<file path="config.mk">
export PLATFORM = sky130hd
export DESIGN_NAME = three_level_irq_controller
export DESIGN_NICKNAME = d
export VERILOG_FILES = /design/src/irq_ctrl_pkg.sv /design/src/edge_sync.sv /design/src/three_level_irq_controller.sv
export SDC_FILE = /design/constraint.sdc
export NUM_CORES = 1
export LEC_CHECK = 0
export BUFFER_PORTS_ARGS = -buffer_cell sky130_fd_sc_hd__buf_2
export CORE_MARGIN = 2
export CORE_UTILIZATION = 59
export CTS_BUF_LIST = sky130_fd_sc_hd__clkbuf_16
export DETAILED_ROUTE_END_ITERATION = 12
export GPL_TIMING_DRIVEN = 1
export PLACE_DENSITY = 0.94
export RECOVER_POWER = 25
export SETUP_SLACK_MARGIN = 0.3
export SLEW_MARGIN = 20
export SYNTH_ARGS = -nofsm -noshare
export SYNTH_HDL_FRONTEND = slang
export SYNTH_SLANG_ARGS = --single-unit
</file>
<file path="constraint.sdc">
create_clock -name clk -period 2.8 [get_ports clk]
set_input_delay 0.56 -clock clk [delete_from_list [all_inputs] [get_ports clk]]
set_output_delay 0.56 -clock clk [all_outputs]
set_load 0.05 [all_outputs]
</file>
<file path="src/irq_ctrl_pkg.sv">
// Shared constants and types for the three-level interrupt controller.
package irq_ctrl_pkg;

  // Register indices as printed; the APB byte address is four times the index.
  localparam logic [7:0] IDX_HIGH_FLAGS = 8'h40;
  localparam logic [7:0] IDX_MIDDLE_FLAGS = 8'h41;
  localparam logic [7:0] IDX_LOW_FLAGS = 8'h42;
  localparam logic [7:0] IDX_HIGH_ENABLES = 8'h43;
  localparam logic [7:0] IDX_MIDDLE_ENABLES = 8'h44;
  localparam logic [7:0] IDX_LOW_ENABLES = 8'h45;
  localparam logic [7:0] IDX_PRIORITY = 8'h46;
  localparam logic [7:0] IDX_SUMMARY = 8'h47;
  // Bus-side interrupt status and mask registers.
  localparam logic [7:0] IDX_BUS_STATUS = 8'h48;
  localparam logic [7:0] IDX_BUS_MASK = 8'h49;

  // Reset values.
  localparam logic [7:0] FLAGS_RESET = 8'h00;
  localparam logic [7:0] ENABLES_RESET = 8'h00;
  localparam logic [7:0] PRIORITY_RESET = 8'hff;
  localparam logic [7:0] SUMMARY_RESET = 8'h00;
  localparam logic [2:0] BUS_STATUS_RESET = 3'h0;
  localparam logic [2:0] BUS_MASK_RESET = 3'h0;

  // Valid bits of the high level; its top bit is reserved.
  localparam logic [7:0] HIGH_VALID_MASK = 8'h7f;

  // Summary bit positions, also used for the bus status and mask.
  localparam int SUM_HIGH_BIT = 2;
  localparam int SUM_MIDDLE_BIT = 1;
  localparam int SUM_LOW_BIT = 0;

  // Base of each level in the priority number.
  localparam logic [7:0] HIGH_NUMBER_BASE = 8'h10;
  localparam logic [7:0] MIDDLE_NUMBER_BASE = 8'h08;
  localparam logic [7:0] LOW_NUMBER_BASE = 8'h00;
  localparam logic [7:0] NONE_PENDING = 8'hff;

  // Synchroniser depth before edge detection.
  localparam int SYNC_STAGES = 2;

  // One byte per priority level.
  typedef struct packed {
    logic [7:0] high;
    logic [7:0] middle;
    logic [7:0] low;
  } levels_t;

endpackage

</file>
<file path="src/edge_sync.sv">
// Two-stage synchroniser followed by a rising-edge detector, per bit.
`timescale 1ns/1ps
`default_nettype none
module edge_sync #(
  parameter int WIDTH = 24
) (
  input wire logic clk,
  input wire logic arst_n,
  input wire logic [WIDTH-1:0] async_in,
  output logic [WIDTH-1:0] rise
);

  logic [WIDTH-1:0] meta;
  logic [WIDTH-1:0] stable;
  logic [WIDTH-1:0] last;
  logic [WIDTH-1:0] next_meta;
  logic [WIDTH-1:0] next_stable;
  logic [WIDTH-1:0] next_last;

  // The first stage feeds only the second; edges are judged on settled values.
  always_comb
  begin
    next_meta = async_in;
    next_stable = meta;
    next_last = stable;
  end

  always_ff @(posedge clk or negedge arst_n)
  begin
    if (!arst_n)
    begin
      meta <= '0;
      stable <= '0;
      last <= '0;
    end
    else
    begin
      meta <= next_meta;
      stable <= next_stable;
      last <= next_last;
    end
  end

  // A rising edge is a settled high that was low one cycle before.
  assign rise = stable & ~last;

endmodule
`default_nettype wire

</file>
<file path="src/three_level_irq_controller.sv">
// Three-level interrupt controller with an APB register slave.
//
// Overview of operation
// - 23 sources in three levels of eight; high bit 7 unused.
// - High flags: tick, SPI, counters, codec, sequencer serial.
// - Middle flags: application serial, ports, tick, wake-up.
// - Low flags: ports, counters, both flow controls.
// - Flags reset to zero; write one clears.
// - Per-level enables; reset zero; high bit 7 zero.
// - Read-only index of highest pending, resets ones.
// - Read-only summary: bit per level pending.
// - Exactly three levels, each own register group.
// - Flag sets on enabled rising edge; sticky.
// - Writing zero leaves a flag unchanged.
// - Index reads all ones when nothing pending.
// - Sources synchronised to fastest clock before edges.
`timescale 1ns/1ps
`default_nettype none
module three_level_irq_controller #(
  parameter int ADDR_WIDTH = 12
) (
  input wire logic clk,
  input wire logic arst_n,
  // APB slave.
  input wire logic psel,
  input wire logic penable,
  input wire logic pwrite,
  input wire logic [ADDR_WIDTH-1:0] paddr,
  input wire logic [31:0] pwdata,
  input wire logic [3:0] pstrb,
  output logic [31:0] prdata,
  output logic pready,
  output logic pslverr,
  // High-level sources.
  input wire logic tick_128_hertz,
  input wire logic spi_source,
  input wire logic counter_a_source,
  input wire logic counter_c_source,
  input wire logic codec_source,
  input wire logic sequencer_serial_transmit,
  input wire logic sequencer_serial_receive,
  // Middle-level sources.
  input wire logic application_serial_transmit,
  input wire logic application_serial_receive,
  input wire logic port_line_5_source,
  input wire logic port_line_4_source,
  input wire logic tick_1_hertz,
  input wire logic wakeup_source,
  input wire logic port_line_1_source,
  input wire logic port_line_0_source,
  // Low-level sources.
  input wire logic port_line_7_source,
  input wire logic port_line_6_source,
  input wire logic counter_b_source,
  input wire logic counter_d_source,
  input wire logic port_line_3_source,
  input wire logic port_line_2_source,
  input wire logic sequencer_serial_flow_control,
  input wire logic application_serial_flow_control,
  // Requests to the processor core, one per level.
  output logic high_level_request,
  output logic middle_level_request,
  output logic low_level_request,
  // Bus-side interrupt.
  output logic irq
);

  irq_ctrl_pkg::levels_t raw_sources;
  irq_ctrl_pkg::levels_t source_rise;
  irq_ctrl_pkg::levels_t flags;
  irq_ctrl_pkg::levels_t next_flags;
  irq_ctrl_pkg::levels_t enables;
  irq_ctrl_pkg::levels_t next_enables;
  irq_ctrl_pkg::levels_t clear_mask;
  logic [7:0] highest_pending_index;
  logic [7:0] next_highest_pending_index;
  logic [7:0] pending_level_summary;
  logic [7:0] next_pending_level_summary;
  logic [2:0] bus_status;
  logic [2:0] next_bus_status;
  logic [2:0] bus_mask;
  logic [2:0] next_bus_mask;
  logic [2:0] level_new_flag;
  logic [2:0] next_requests;
  logic next_irq;
  logic [31:0] next_prdata;
  logic next_pready;
  logic next_pslverr;
  logic access;
  logic wr_strobe;
  logic rd_strobe;
  logic hit;
  logic [31:0] read_word;
  logic [7:0] word_index;
  logic addr_aligned;

  // Place each source at its documented bit; the high level has no bit 7.
  assign raw_sources.high = {1'b0, tick_128_hertz, spi_source, counter_a_source,
    counter_c_source, codec_source, sequencer_serial_transmit,
    sequencer_serial_receive};
  assign raw_sources.middle = {application_serial_transmit, application_serial_receive,
    port_line_5_source, port_line_4_source, tick_1_hertz, wakeup_source,
    port_line_1_source, port_line_0_source};
  assign raw_sources.low = {port_line_7_source, port_line_6_source, counter_b_source,
    counter_d_source, port_line_3_source, port_line_2_source,
    sequencer_serial_flow_control, application_serial_flow_control};

  // Every source is clocked twice on the system clock before its edge is judged.
  edge_sync #(
    .WIDTH(24)
  ) u_edge_sync (
    .clk(clk),
    .arst_n(arst_n),
    .async_in(raw_sources),
    .rise(source_rise)
  );

  // APB decode. A transfer completes on the second access cycle, when pready rises.
  assign access = psel && penable && !pready;
  assign addr_aligned = (paddr[1:0] == 2'b00) && (paddr[ADDR_WIDTH-1:10] == '0);
  assign word_index = paddr[9:2];
  assign wr_strobe = access && pwrite && hit && pstrb[0];
  assign rd_strobe = access && !pwrite && hit;

  // Address decode and read data; any other word answers with an error.
  always_comb
  begin
    hit = addr_aligned;
    read_word = 32'h0000_0000;
    if (word_index == irq_ctrl_pkg::IDX_HIGH_FLAGS)
    begin
      read_word[7:0] = flags.high & irq_ctrl_pkg::HIGH_VALID_MASK;
    end
    else if (word_index == irq_ctrl_pkg::IDX_MIDDLE_FLAGS)
    begin
      read_word[7:0] = flags.middle;
    end
    else if (word_index == irq_ctrl_pkg::IDX_LOW_FLAGS)
    begin
      read_word[7:0] = flags.low;
    end
    else if (word_index == irq_ctrl_pkg::IDX_HIGH_ENABLES)
    begin
      read_word[7:0] = enables.high & irq_ctrl_pkg::HIGH_VALID_MASK;
    end
    else if (word_index == irq_ctrl_pkg::IDX_MIDDLE_ENABLES)
    begin
      read_word[7:0] = enables.middle;
    end
    else if (word_index == irq_ctrl_pkg::IDX_LOW_ENABLES)
    begin
      read_word[7:0] = enables.low;
    end
    else if (word_index == irq_ctrl_pkg::IDX_PRIORITY)
    begin
      read_word[7:0] = highest_pending_index;
    end
    else if (word_index == irq_ctrl_pkg::IDX_SUMMARY)
    begin
      read_word[7:0] = pending_level_summary;
    end
    else if (word_index == irq_ctrl_pkg::IDX_BUS_STATUS)
    begin
      read_word[2:0] = bus_status;
    end
    else if (word_index == irq_ctrl_pkg::IDX_BUS_MASK)
    begin
      read_word[2:0] = bus_mask;
    end
    else
    begin
      hit = 1'b0;
    end
  end

  // Bus answer, registered so that pready, prdata and pslverr come from flops.
  always_comb
  begin
    next_pready = access;
    next_pslverr = access && !hit;
    next_prdata = prdata;
    if (access && !pwrite)
    begin
      next_prdata = hit ? read_word : 32'h0000_0000;
    end
  end

  always_ff @(posedge clk or negedge arst_n)
  begin
    if (!arst_n)
    begin
      pready <= 1'b0;
      pslverr <= 1'b0;
      prdata <= 32'h0000_0000;
    end
    else
    begin
      pready <= next_pready;
      pslverr <= next_pslverr;
      prdata <= next_prdata;
    end
  end

  // Write-one-to-clear masks per level; a zero bit leaves its flag alone.
  always_comb
  begin
    clear_mask = '0;
    if (wr_strobe && word_index == irq_ctrl_pkg::IDX_HIGH_FLAGS)
    begin
      clear_mask.high = pwdata[7:0];
    end
    if (wr_strobe && word_index == irq_ctrl_pkg::IDX_MIDDLE_FLAGS)
    begin
      clear_mask.middle = pwdata[7:0];
    end
    if (wr_strobe && word_index == irq_ctrl_pkg::IDX_LOW_FLAGS)
    begin
      clear_mask.low = pwdata[7:0];
    end
  end

  // Flags catch enabled rising edges and hold. A new edge in the clearing
  // cycle wins, so an event is never lost to a late clear.
  always_comb
  begin
    next_flags = (flags & ~clear_mask) | (source_rise & enables);
    next_flags.high = next_flags.high & irq_ctrl_pkg::HIGH_VALID_MASK;
    level_new_flag[irq_ctrl_pkg::SUM_HIGH_BIT] = |(source_rise.high & enables.high
      & irq_ctrl_pkg::HIGH_VALID_MASK);
    level_new_flag[irq_ctrl_pkg::SUM_MIDDLE_BIT] = |(source_rise.middle & enables.middle);
    level_new_flag[irq_ctrl_pkg::SUM_LOW_BIT] = |(source_rise.low & enables.low);
  end

  // Enable registers, one per level, plus the bus-side interrupt mask.
  always_comb
  begin
    next_enables = enables;
    next_bus_mask = bus_mask;
    if (wr_strobe && word_index == irq_ctrl_pkg::IDX_HIGH_ENABLES)
    begin
      next_enables.high = pwdata[7:0] & irq_ctrl_pkg::HIGH_VALID_MASK;
    end
    if (wr_strobe && word_index == irq_ctrl_pkg::IDX_MIDDLE_ENABLES)
    begin
      next_enables.middle = pwdata[7:0];
    end
    if (wr_strobe && word_index == irq_ctrl_pkg::IDX_LOW_ENABLES)
    begin
      next_enables.low = pwdata[7:0];
    end
    if (wr_strobe && word_index == irq_ctrl_pkg::IDX_BUS_MASK)
    begin
      next_bus_mask = pwdata[2:0];
    end
  end

  // Flag and enable storage; all of it clears on reset.
  always_ff @(posedge clk or negedge arst_n)
  begin
    if (!arst_n)
    begin
      flags.high <= irq_ctrl_pkg::FLAGS_RESET;
      flags.middle <= irq_ctrl_pkg::FLAGS_RESET;
      flags.low <= irq_ctrl_pkg::FLAGS_RESET;
      enables.high <= irq_ctrl_pkg::ENABLES_RESET;
      enables.middle <= irq_ctrl_pkg::ENABLES_RESET;
      enables.low <= irq_ctrl_pkg::ENABLES_RESET;
      bus_mask <= irq_ctrl_pkg::BUS_MASK_RESET;
    end
    else
    begin
      flags <= next_flags;
      enables <= next_enables;
      bus_mask <= next_bus_mask;
    end
  end

  // Highest pending number: high level above middle above low, and within a
  // level the higher bit wins. Computed from the flags as they will stand.
  always_comb
  begin
    next_highest_pending_index = irq_ctrl_pkg::NONE_PENDING;
    for (int i = 0; i < 8; i++)
    begin
      if (next_flags.low[i])
      begin
        next_highest_pending_index = irq_ctrl_pkg::LOW_NUMBER_BASE + 8'(i);
      end
    end
    for (int i = 0; i < 8; i++)
    begin
      if (next_flags.middle[i])
      begin
        next_highest_pending_index = irq_ctrl_pkg::MIDDLE_NUMBER_BASE + 8'(i);
      end
    end
    for (int i = 0; i < 8; i++)
    begin
      if (next_flags.high[i])
      begin
        next_highest_pending_index = irq_ctrl_pkg::HIGH_NUMBER_BASE + 8'(i);
      end
    end
  end

  // Per-level summary and the core request lines follow the same flags.
  always_comb
  begin
    next_pending_level_summary = irq_ctrl_pkg::SUMMARY_RESET;
    next_pending_level_summary[irq_ctrl_pkg::SUM_HIGH_BIT] = |next_flags.high;
    next_pending_level_summary[irq_ctrl_pkg::SUM_MIDDLE_BIT] = |next_flags.middle;
    next_pending_level_summary[irq_ctrl_pkg::SUM_LOW_BIT] = |next_flags.low;
    next_requests = next_pending_level_summary[2:0];
  end

  // Bus status: a level that gains a flag sets its sticky bit; a read of the
  // status word clears it, but a new event in that same cycle survives.
  always_comb
  begin
    next_bus_status = bus_status;
    if (rd_strobe && word_index == irq_ctrl_pkg::IDX_BUS_STATUS)
    begin
      next_bus_status = 3'h0;
    end
    next_bus_status = next_bus_status | level_new_flag;
    next_irq = |(next_bus_status & bus_mask);
  end

  // Derived state and outputs, all held in flops.
  always_ff @(posedge clk or negedge arst_n)
  begin
    if (!arst_n)
    begin
      highest_pending_index <= irq_ctrl_pkg::PRIORITY_RESET;
      pending_level_summary <= irq_ctrl_pkg::SUMMARY_RESET;
      bus_status <= irq_ctrl_pkg::BUS_STATUS_RESET;
      high_level_request <= 1'b0;
      middle_level_request <= 1'b0;
      low_level_request <= 1'b0;
      irq <= 1'b0;
    end
    else
    begin
      highest_pending_index <= next_highest_pending_index;
      pending_level_summary <= next_pending_level_summary;
      bus_status <= next_bus_status;
      high_level_request <= next_requests[irq_ctrl_pkg::SUM_HIGH_BIT];
      middle_level_request <= next_requests[irq_ctrl_pkg::SUM_MIDDLE_BIT];
      low_level_request <= next_requests[irq_ctrl_pkg::SUM_LOW_BIT];
      irq <= next_irq;
    end
  end

endmodule
`default_nettype wire

</file>
# Word level (Yosys, flattened, before mapping)
# Cells that the tools add are included.
# word_totals
register_bits	170
elab_cells	118
# classes
bitwise_logic	11
muxes	48
eq_ne	10
reduce_logical	29
# ops
operator	count
2-to-1 mux 8 bit	33
equality test 8 x 7 -> 1 bit (second input constant)	10
bitwise AND 23 bit	3
inverter 23 bit	2
OR reduction 8 bit	4
bitwise OR 23 bit	1
logical AND 1 bit	17
bitwise AND 8 bit	2
OR reduction 7 bit	2
2-to-1 mux 3 bit	4
2-to-1 mux 1 bit	10
bitwise AND 7 bit	1
2-to-1 mux 7 bit	1
zero test 2 bit	2
bitwise AND 3 bit	1
zero test 1 bit	3
bitwise OR 3 bit	1
OR reduction 3 bit	1

# Logic depth before layout (Yosys ltp)
# depth
depth_word	42
ltp_mapped	11
depth_no_buf	9

# Modules after synthesis
# A second synthesis with hierarchy kept.
# hier_totals
cells_unflattened	499
area_unflattened_um2	6153.4
# by_module_without_submodules
mod	n_inst	area_each_um2	seq_area_each_um2	cells_per_inst
three_level_irq_controller	1	4021.4	1809.2	403
edge_sync	1	2132.0	1801.7	96

# Worst setup path after synthesis
# No wires, ideal clock.
# synth_timing
path_type	input port to flip-flop
start	in paddr[9]
end	reg highest_pending_index[1]
setup_slack_ps	555
required_ps	2722
setup_time_ps	78
stages	9
arrival_ps	2167
cell_sequence	nor4b_4 -> buf_6 -> and4_4 -> buf_8 -> nand3_2 -> a211o_1 -> a211oi_1 -> o31ai_1 -> a31o_1
# synth_via
elab_chain_cells	41
word_cells_on_any_way	54
# synth_lines
item	line	rtl
start, declared	three_level_irq_controller.sv:28	input wire logic [ADDR_WIDTH-1:0] paddr,
equality test 8 x 7 -> 1 bit	three_level_irq_controller.sv:166	else if (word_index == irq_ctrl_pkg::IDX_BUS_MASK)
2-to-1 mux 1 bit	three_level_irq_controller.sv:166	
2-to-1 mux 1 bit	three_level_irq_controller.sv:162	else if (word_index == irq_ctrl_pkg::IDX_BUS_STATUS)
2-to-1 mux 1 bit	three_level_irq_controller.sv:158	else if (word_index == irq_ctrl_pkg::IDX_SUMMARY)
2-to-1 mux 1 bit	three_level_irq_controller.sv:154	else if (word_index == irq_ctrl_pkg::IDX_PRIORITY)
2-to-1 mux 1 bit	three_level_irq_controller.sv:150	else if (word_index == irq_ctrl_pkg::IDX_LOW_ENABLES)
2-to-1 mux 1 bit	three_level_irq_controller.sv:146	else if (word_index == irq_ctrl_pkg::IDX_MIDDLE_ENABLES)
2-to-1 mux 1 bit	three_level_irq_controller.sv:142	else if (word_index == irq_ctrl_pkg::IDX_HIGH_ENABLES)
(+7 left out)	-	
inverter 23 bit (*)	three_level_irq_controller.sv:226	next_flags = (flags & ~clear_mask) | (source_rise & enables);
bitwise AND 23 bit (*)	three_level_irq_controller.sv:226	
bitwise OR 23 bit (*)	three_level_irq_controller.sv:226	
2-to-1 mux 8 bit (8 in a row)	three_level_irq_controller.sv:285	if (next_flags.low[i])
2-to-1 mux 8 bit (8 in a row)	three_level_irq_controller.sv:292	if (next_flags.middle[i])
2-to-1 mux 8 bit (6 in a row)	three_level_irq_controller.sv:299	if (next_flags.high[i])
2-to-1 mux 8 bit (*)	three_level_irq_controller.sv:299	
named net next_highest_pending_index[1]	three_level_irq_controller.sv:76	logic [7:0] next_highest_pending_index;
end signal, assigned	three_level_irq_controller.sv:334	highest_pending_index <= irq_ctrl_pkg::PRIORITY_RESET;
end signal, assigned	three_level_irq_controller.sv:344	highest_pending_index <= next_highest_pending_index;
end, declared	three_level_irq_controller.sv:75	logic [7:0] highest_pending_index;
# Mark *: on every way through the listed nets, which the timed path passes. The rest lies on a longest branch.
# A chain may end at the register's enable or synchronous reset.

==> impl_metrics.env <==
export IMPL_outcome="completed"
export IMPL_routed_wire_length_per_instance_um=20.2
export IMPL_tritoncts_num_buffers=17
export IMPL_grt_overall_usage_pct=28.8
export IMPL_pwr_share_comb_pct=5.6
export IMPL_worst_slew_pin_slew_ns=1.25
export IMPL_layout_cells_non_filler=723
export IMPL_post_synth_instance_area_mm2=0.00589
export IMPL_numPlacedInstances=691
export IMPL_worst_rel_slew_slack_pct=16.4
export IMPL_crit_path_end_kind="flop"
export IMPL_clock_network_latency_to_the_later_pin_of_the_worst_skew_pair_ns=0.43
export IMPL_detail_route_first_pass_iterations=5
export IMPL_synth_lib_cells_used_distinct=62
export IMPL_timing_worst_setup_path_type="flop to flop"
export IMPL_ant_nets=0
export IMPL_drt_drc_violations_left=0
export IMPL_design_portCount=114
export IMPL_num_antenna_cells=0
export IMPL_finalCriticalPeriod_ns=2.33
export IMPL_clock_path_buffers=2
export IMPL_design_core_area_mm2=0.00973
export IMPL_synth_yosys_seq_area_share_pct=60.1
export IMPL_min_path_type="primary input to flop"
export IMPL_sequentialPowerShare_pct=45.2
export IMPL_layout_cells_most_common_list="sky130_fd_sc_hd__dfrtp_1 (135), sky130_fd_sc_hd__buf_2 (61), sky130_fd_sc_hd__nand2_1 (35)"
export IMPL_setup_tns_ns=0
export IMPL_async_s_r_ff_share_synth_pct=100
export IMPL_synth_ff_type="sky130_fd_sc_hd__dfrtp_1"
export IMPL_cap_violations=0
export IMPL_root_buffer="sky130_fd_sc_hd__clkbuf_16"
export IMPL_setup_viol=0
export IMPL_postCtsResizedCells=0
export IMPL_swShare_pct=23.6
export IMPL_h_tree_depth=4
export IMPL_edff_count_synth=0
export IMPL_gr_total_overflow=0
export IMPL_ranking_of_synthesized_cells_by_area="sky130_fd_sc_hd__dfrtp_1 (57%), sky130_fd_sc_hd__mux2_2 (4.2%), sky130_fd_sc_hd__buf_4 (3.1%)"
export IMPL_synth_instances=480
export IMPL_fin_worst_skew_ns=0.00757
export IMPL_worst_setup_path_start_kind="flop"
export IMPL_tritoncts="built"
export IMPL_final_util_pct=72.4
export IMPL_detailedPlacementHpwl_mm=10.5
export IMPL_slew_viol_final=0
export IMPL_first_iter_violations=322
export IMPL_syn_mean_instance_area_um2=12.3
export IMPL_number_of_placement_rows=36
export IMPL_gp_congestion=0.970
export IMPL_total_switching_power_mw=1.10
export IMPL_power_share_clock_pct=49.2
export IMPL_internal_power_mw=3.57
export IMPL_crit_path_start="pready$_DFF_PN0_"
export IMPL_max_vdd_ir_drop_mv=0.608
export IMPL_layout_nets=653
export IMPL_num_fill_cells=637
export IMPL_p_per_area_mw_per_mm2=663
export IMPL_via_count=4282
export IMPL_grt_first_pass_wirelength_mm=23.0
export IMPL_port_buffers=62
export IMPL_min_delay_start="port_line_2_source"
export IMPL_fin_hold_ws_ns=0.234
export IMPL_critical_path_reg2reg_startpoint="pready$_DFF_PN0_"
export IMPL_grt_pass1_vias=4303
export IMPL_area_leader_netlist="sky130_fd_sc_hd__dfrtp_1"
export IMPL_tritoncts_sink_count=141
export IMPL_vertical_extent_of_the_die_um=104
export IMPL_ys_ff_latch=141
export IMPL_mostFrequentLayoutCell="sky130_fd_sc_hd__dfrtp_1"
export IMPL_routed_via_density=5.92
export IMPL_period_utilisation_layout_pct=83.4
export IMPL_initial_antenna_violation_count=0
export IMPL_proportion_of_layout_cells_with_a_drive_suffix_above_1_pct=30.5
export IMPL_count_of_hold_buffers_inserted_by_post_cts_repair=0
export IMPL_crit_fanout=13
export IMPL_rsz0062_at_grt="true"
export IMPL_die_width_um=104
export IMPL_floorplan_die_area_mm2=0.0108
export IMPL_p_leak_nw=3.36
export IMPL_timing_hold_violations_final=0
export IMPL_grt_max_degree=65
export IMPL_clkSlewWorstSetupHoldPaths_ns=0.06
export IMPL_synth_top_cell_area_share_pct=57.4
export IMPL_totalWireLength_mm=14.6
export IMPL_ys_warnings_count=0
export IMPL_initial_utilization_pct=60.5
export IMPL_cp_required_ns=3.13
export IMPL_cts_setup_buffers=0
export IMPL_syn_to_final_growth_pct=19.7
export IMPL_worst_ep_arrival_time_ns=2.66
export IMPL_achievable_frequency_mhz=428
[layout make-up]
class / count / area, um2 / area share [%]
multi-input combinational: 306 / 2100 / 29.9
clock buffer: 17 / 425 / 6.04
clock inverter: 15 / 184 / 2.61
tap: 133 / 166 / 2.36
inverter: 19 / 71.3 / 1.01
timing repair buffer: 92 / 561 / 7.95
sequential: 141 / 3540 / 50.2
[flip-flops by register name, summed over array words and instances (netlist names), 6 cells and up]
name	count
u_edge_sync.meta	23
u_edge_sync.last	23
enables	23
flags	23
prdata	8
highest_pending_index	6
u_edge_sync.next_last	23
[critical path, stage by stage (launching register included)]
cell                       delay, ns
sky130_fd_sc_hd__dfrtp_1        0.37
sky130_fd_sc_hd__nand3b_1       0.20
sky130_fd_sc_hd__inv_1          0.15
sky130_fd_sc_hd__and4_4         0.39
sky130_fd_sc_hd__a21o_1         0.19
sky130_fd_sc_hd__inv_1          0.09
sky130_fd_sc_hd__or2_2          0.30
sky130_fd_sc_hd__o221ai_1       0.19
sky130_fd_sc_hd__a211oi_1       0.13
sky130_fd_sc_hd__o22ai_1        0.23
[Yosys cell counts (all sizes together) (2+ instances only)]
library cell / instances
a211o: 2
a211oi: 4
a21o: 8
a21oi: 17
a221oi: 2
a22oi: 2
a2bb2oi: 5
a31o: 3
a31oi: 2
and2: 2
and3: 6
and3b: 5
buf: 33
clkbuf: 4
dfrtp: 135
dfstp: 6
inv: 19
mux2: 22
mux2i: 13
mux4: 6
nand2: 35
nand2b: 6
nand3: 23
nand3b: 13
nand4: 9
nor2: 34
nor2b: 11
nor3: 5
nor4: 6
o211ai: 2
o21ai: 21
o31ai: 5
[cell families after synthesis]
family	after synthesis	synth area share, %
other	1	0.0637
muxes	41	8.71
buffers and inverters	56	5.76
and+or+nand+nor	160	16.0
DFF	141	60.1
AOI/OAI and AO/OA	81	9.44
[final timing paths]
kind	to	cells past startpoint	slack (ns)
max	highest_pending_index[0]$_DFF_PN1_	9	0.47
min	u_edge_sync.meta[2]$_DFF_PN0_	1	0.23
max reg2reg	highest_pending_index[0]$_DFF_PN1_	9	0.47
min reg2reg	u_edge_sync.next_last[15]$_DFF_PN0_	0	0.34
max in group asynchronous	u_edge_sync.meta[15]$_DFF_PN0_	2	1.39
min in group asynchronous	enables[3]$_DFFE_PN0P_	1	0.40
[power groups by stage]
stage	Sequential, mW	Clock (mW)	Combinational (mW)
2_1_floorplan	2.15	0	0.160
3_3_place_gp	2.14	0	0.258
3_5_place_dp	2.15	0	0.263
4_1_cts	2.11	2.32	0.264
5_1_grt	2.11	2.41	0.284
6_report	2.11	2.30	0.263
[layer usage]
layer  share of wire, %  vias to the layer above  wire length [um]  track usage (%)
met2                 48                      274              6960             45.1
li1                   -                     1854                 -                -
met1                 38                     2096              5490             35.3
met4                4.8                        0               706             16.1
met3                9.9                       58              1450             9.59
met5                  0                        -                 0                0
[stage by stage]
stage	setup slack (ns)	power [mW]	cell area, um2
CTS	0.434	4.69	7050
global route	0.262	4.81	7050
detailed placement	0.116	2.41	6440
finish	0.466	4.67	7050
floorplan	0.555	2.31	5970
global placement	0.0894	2.40	6440
Note: power is estimated with default switching activity, not from simulation.
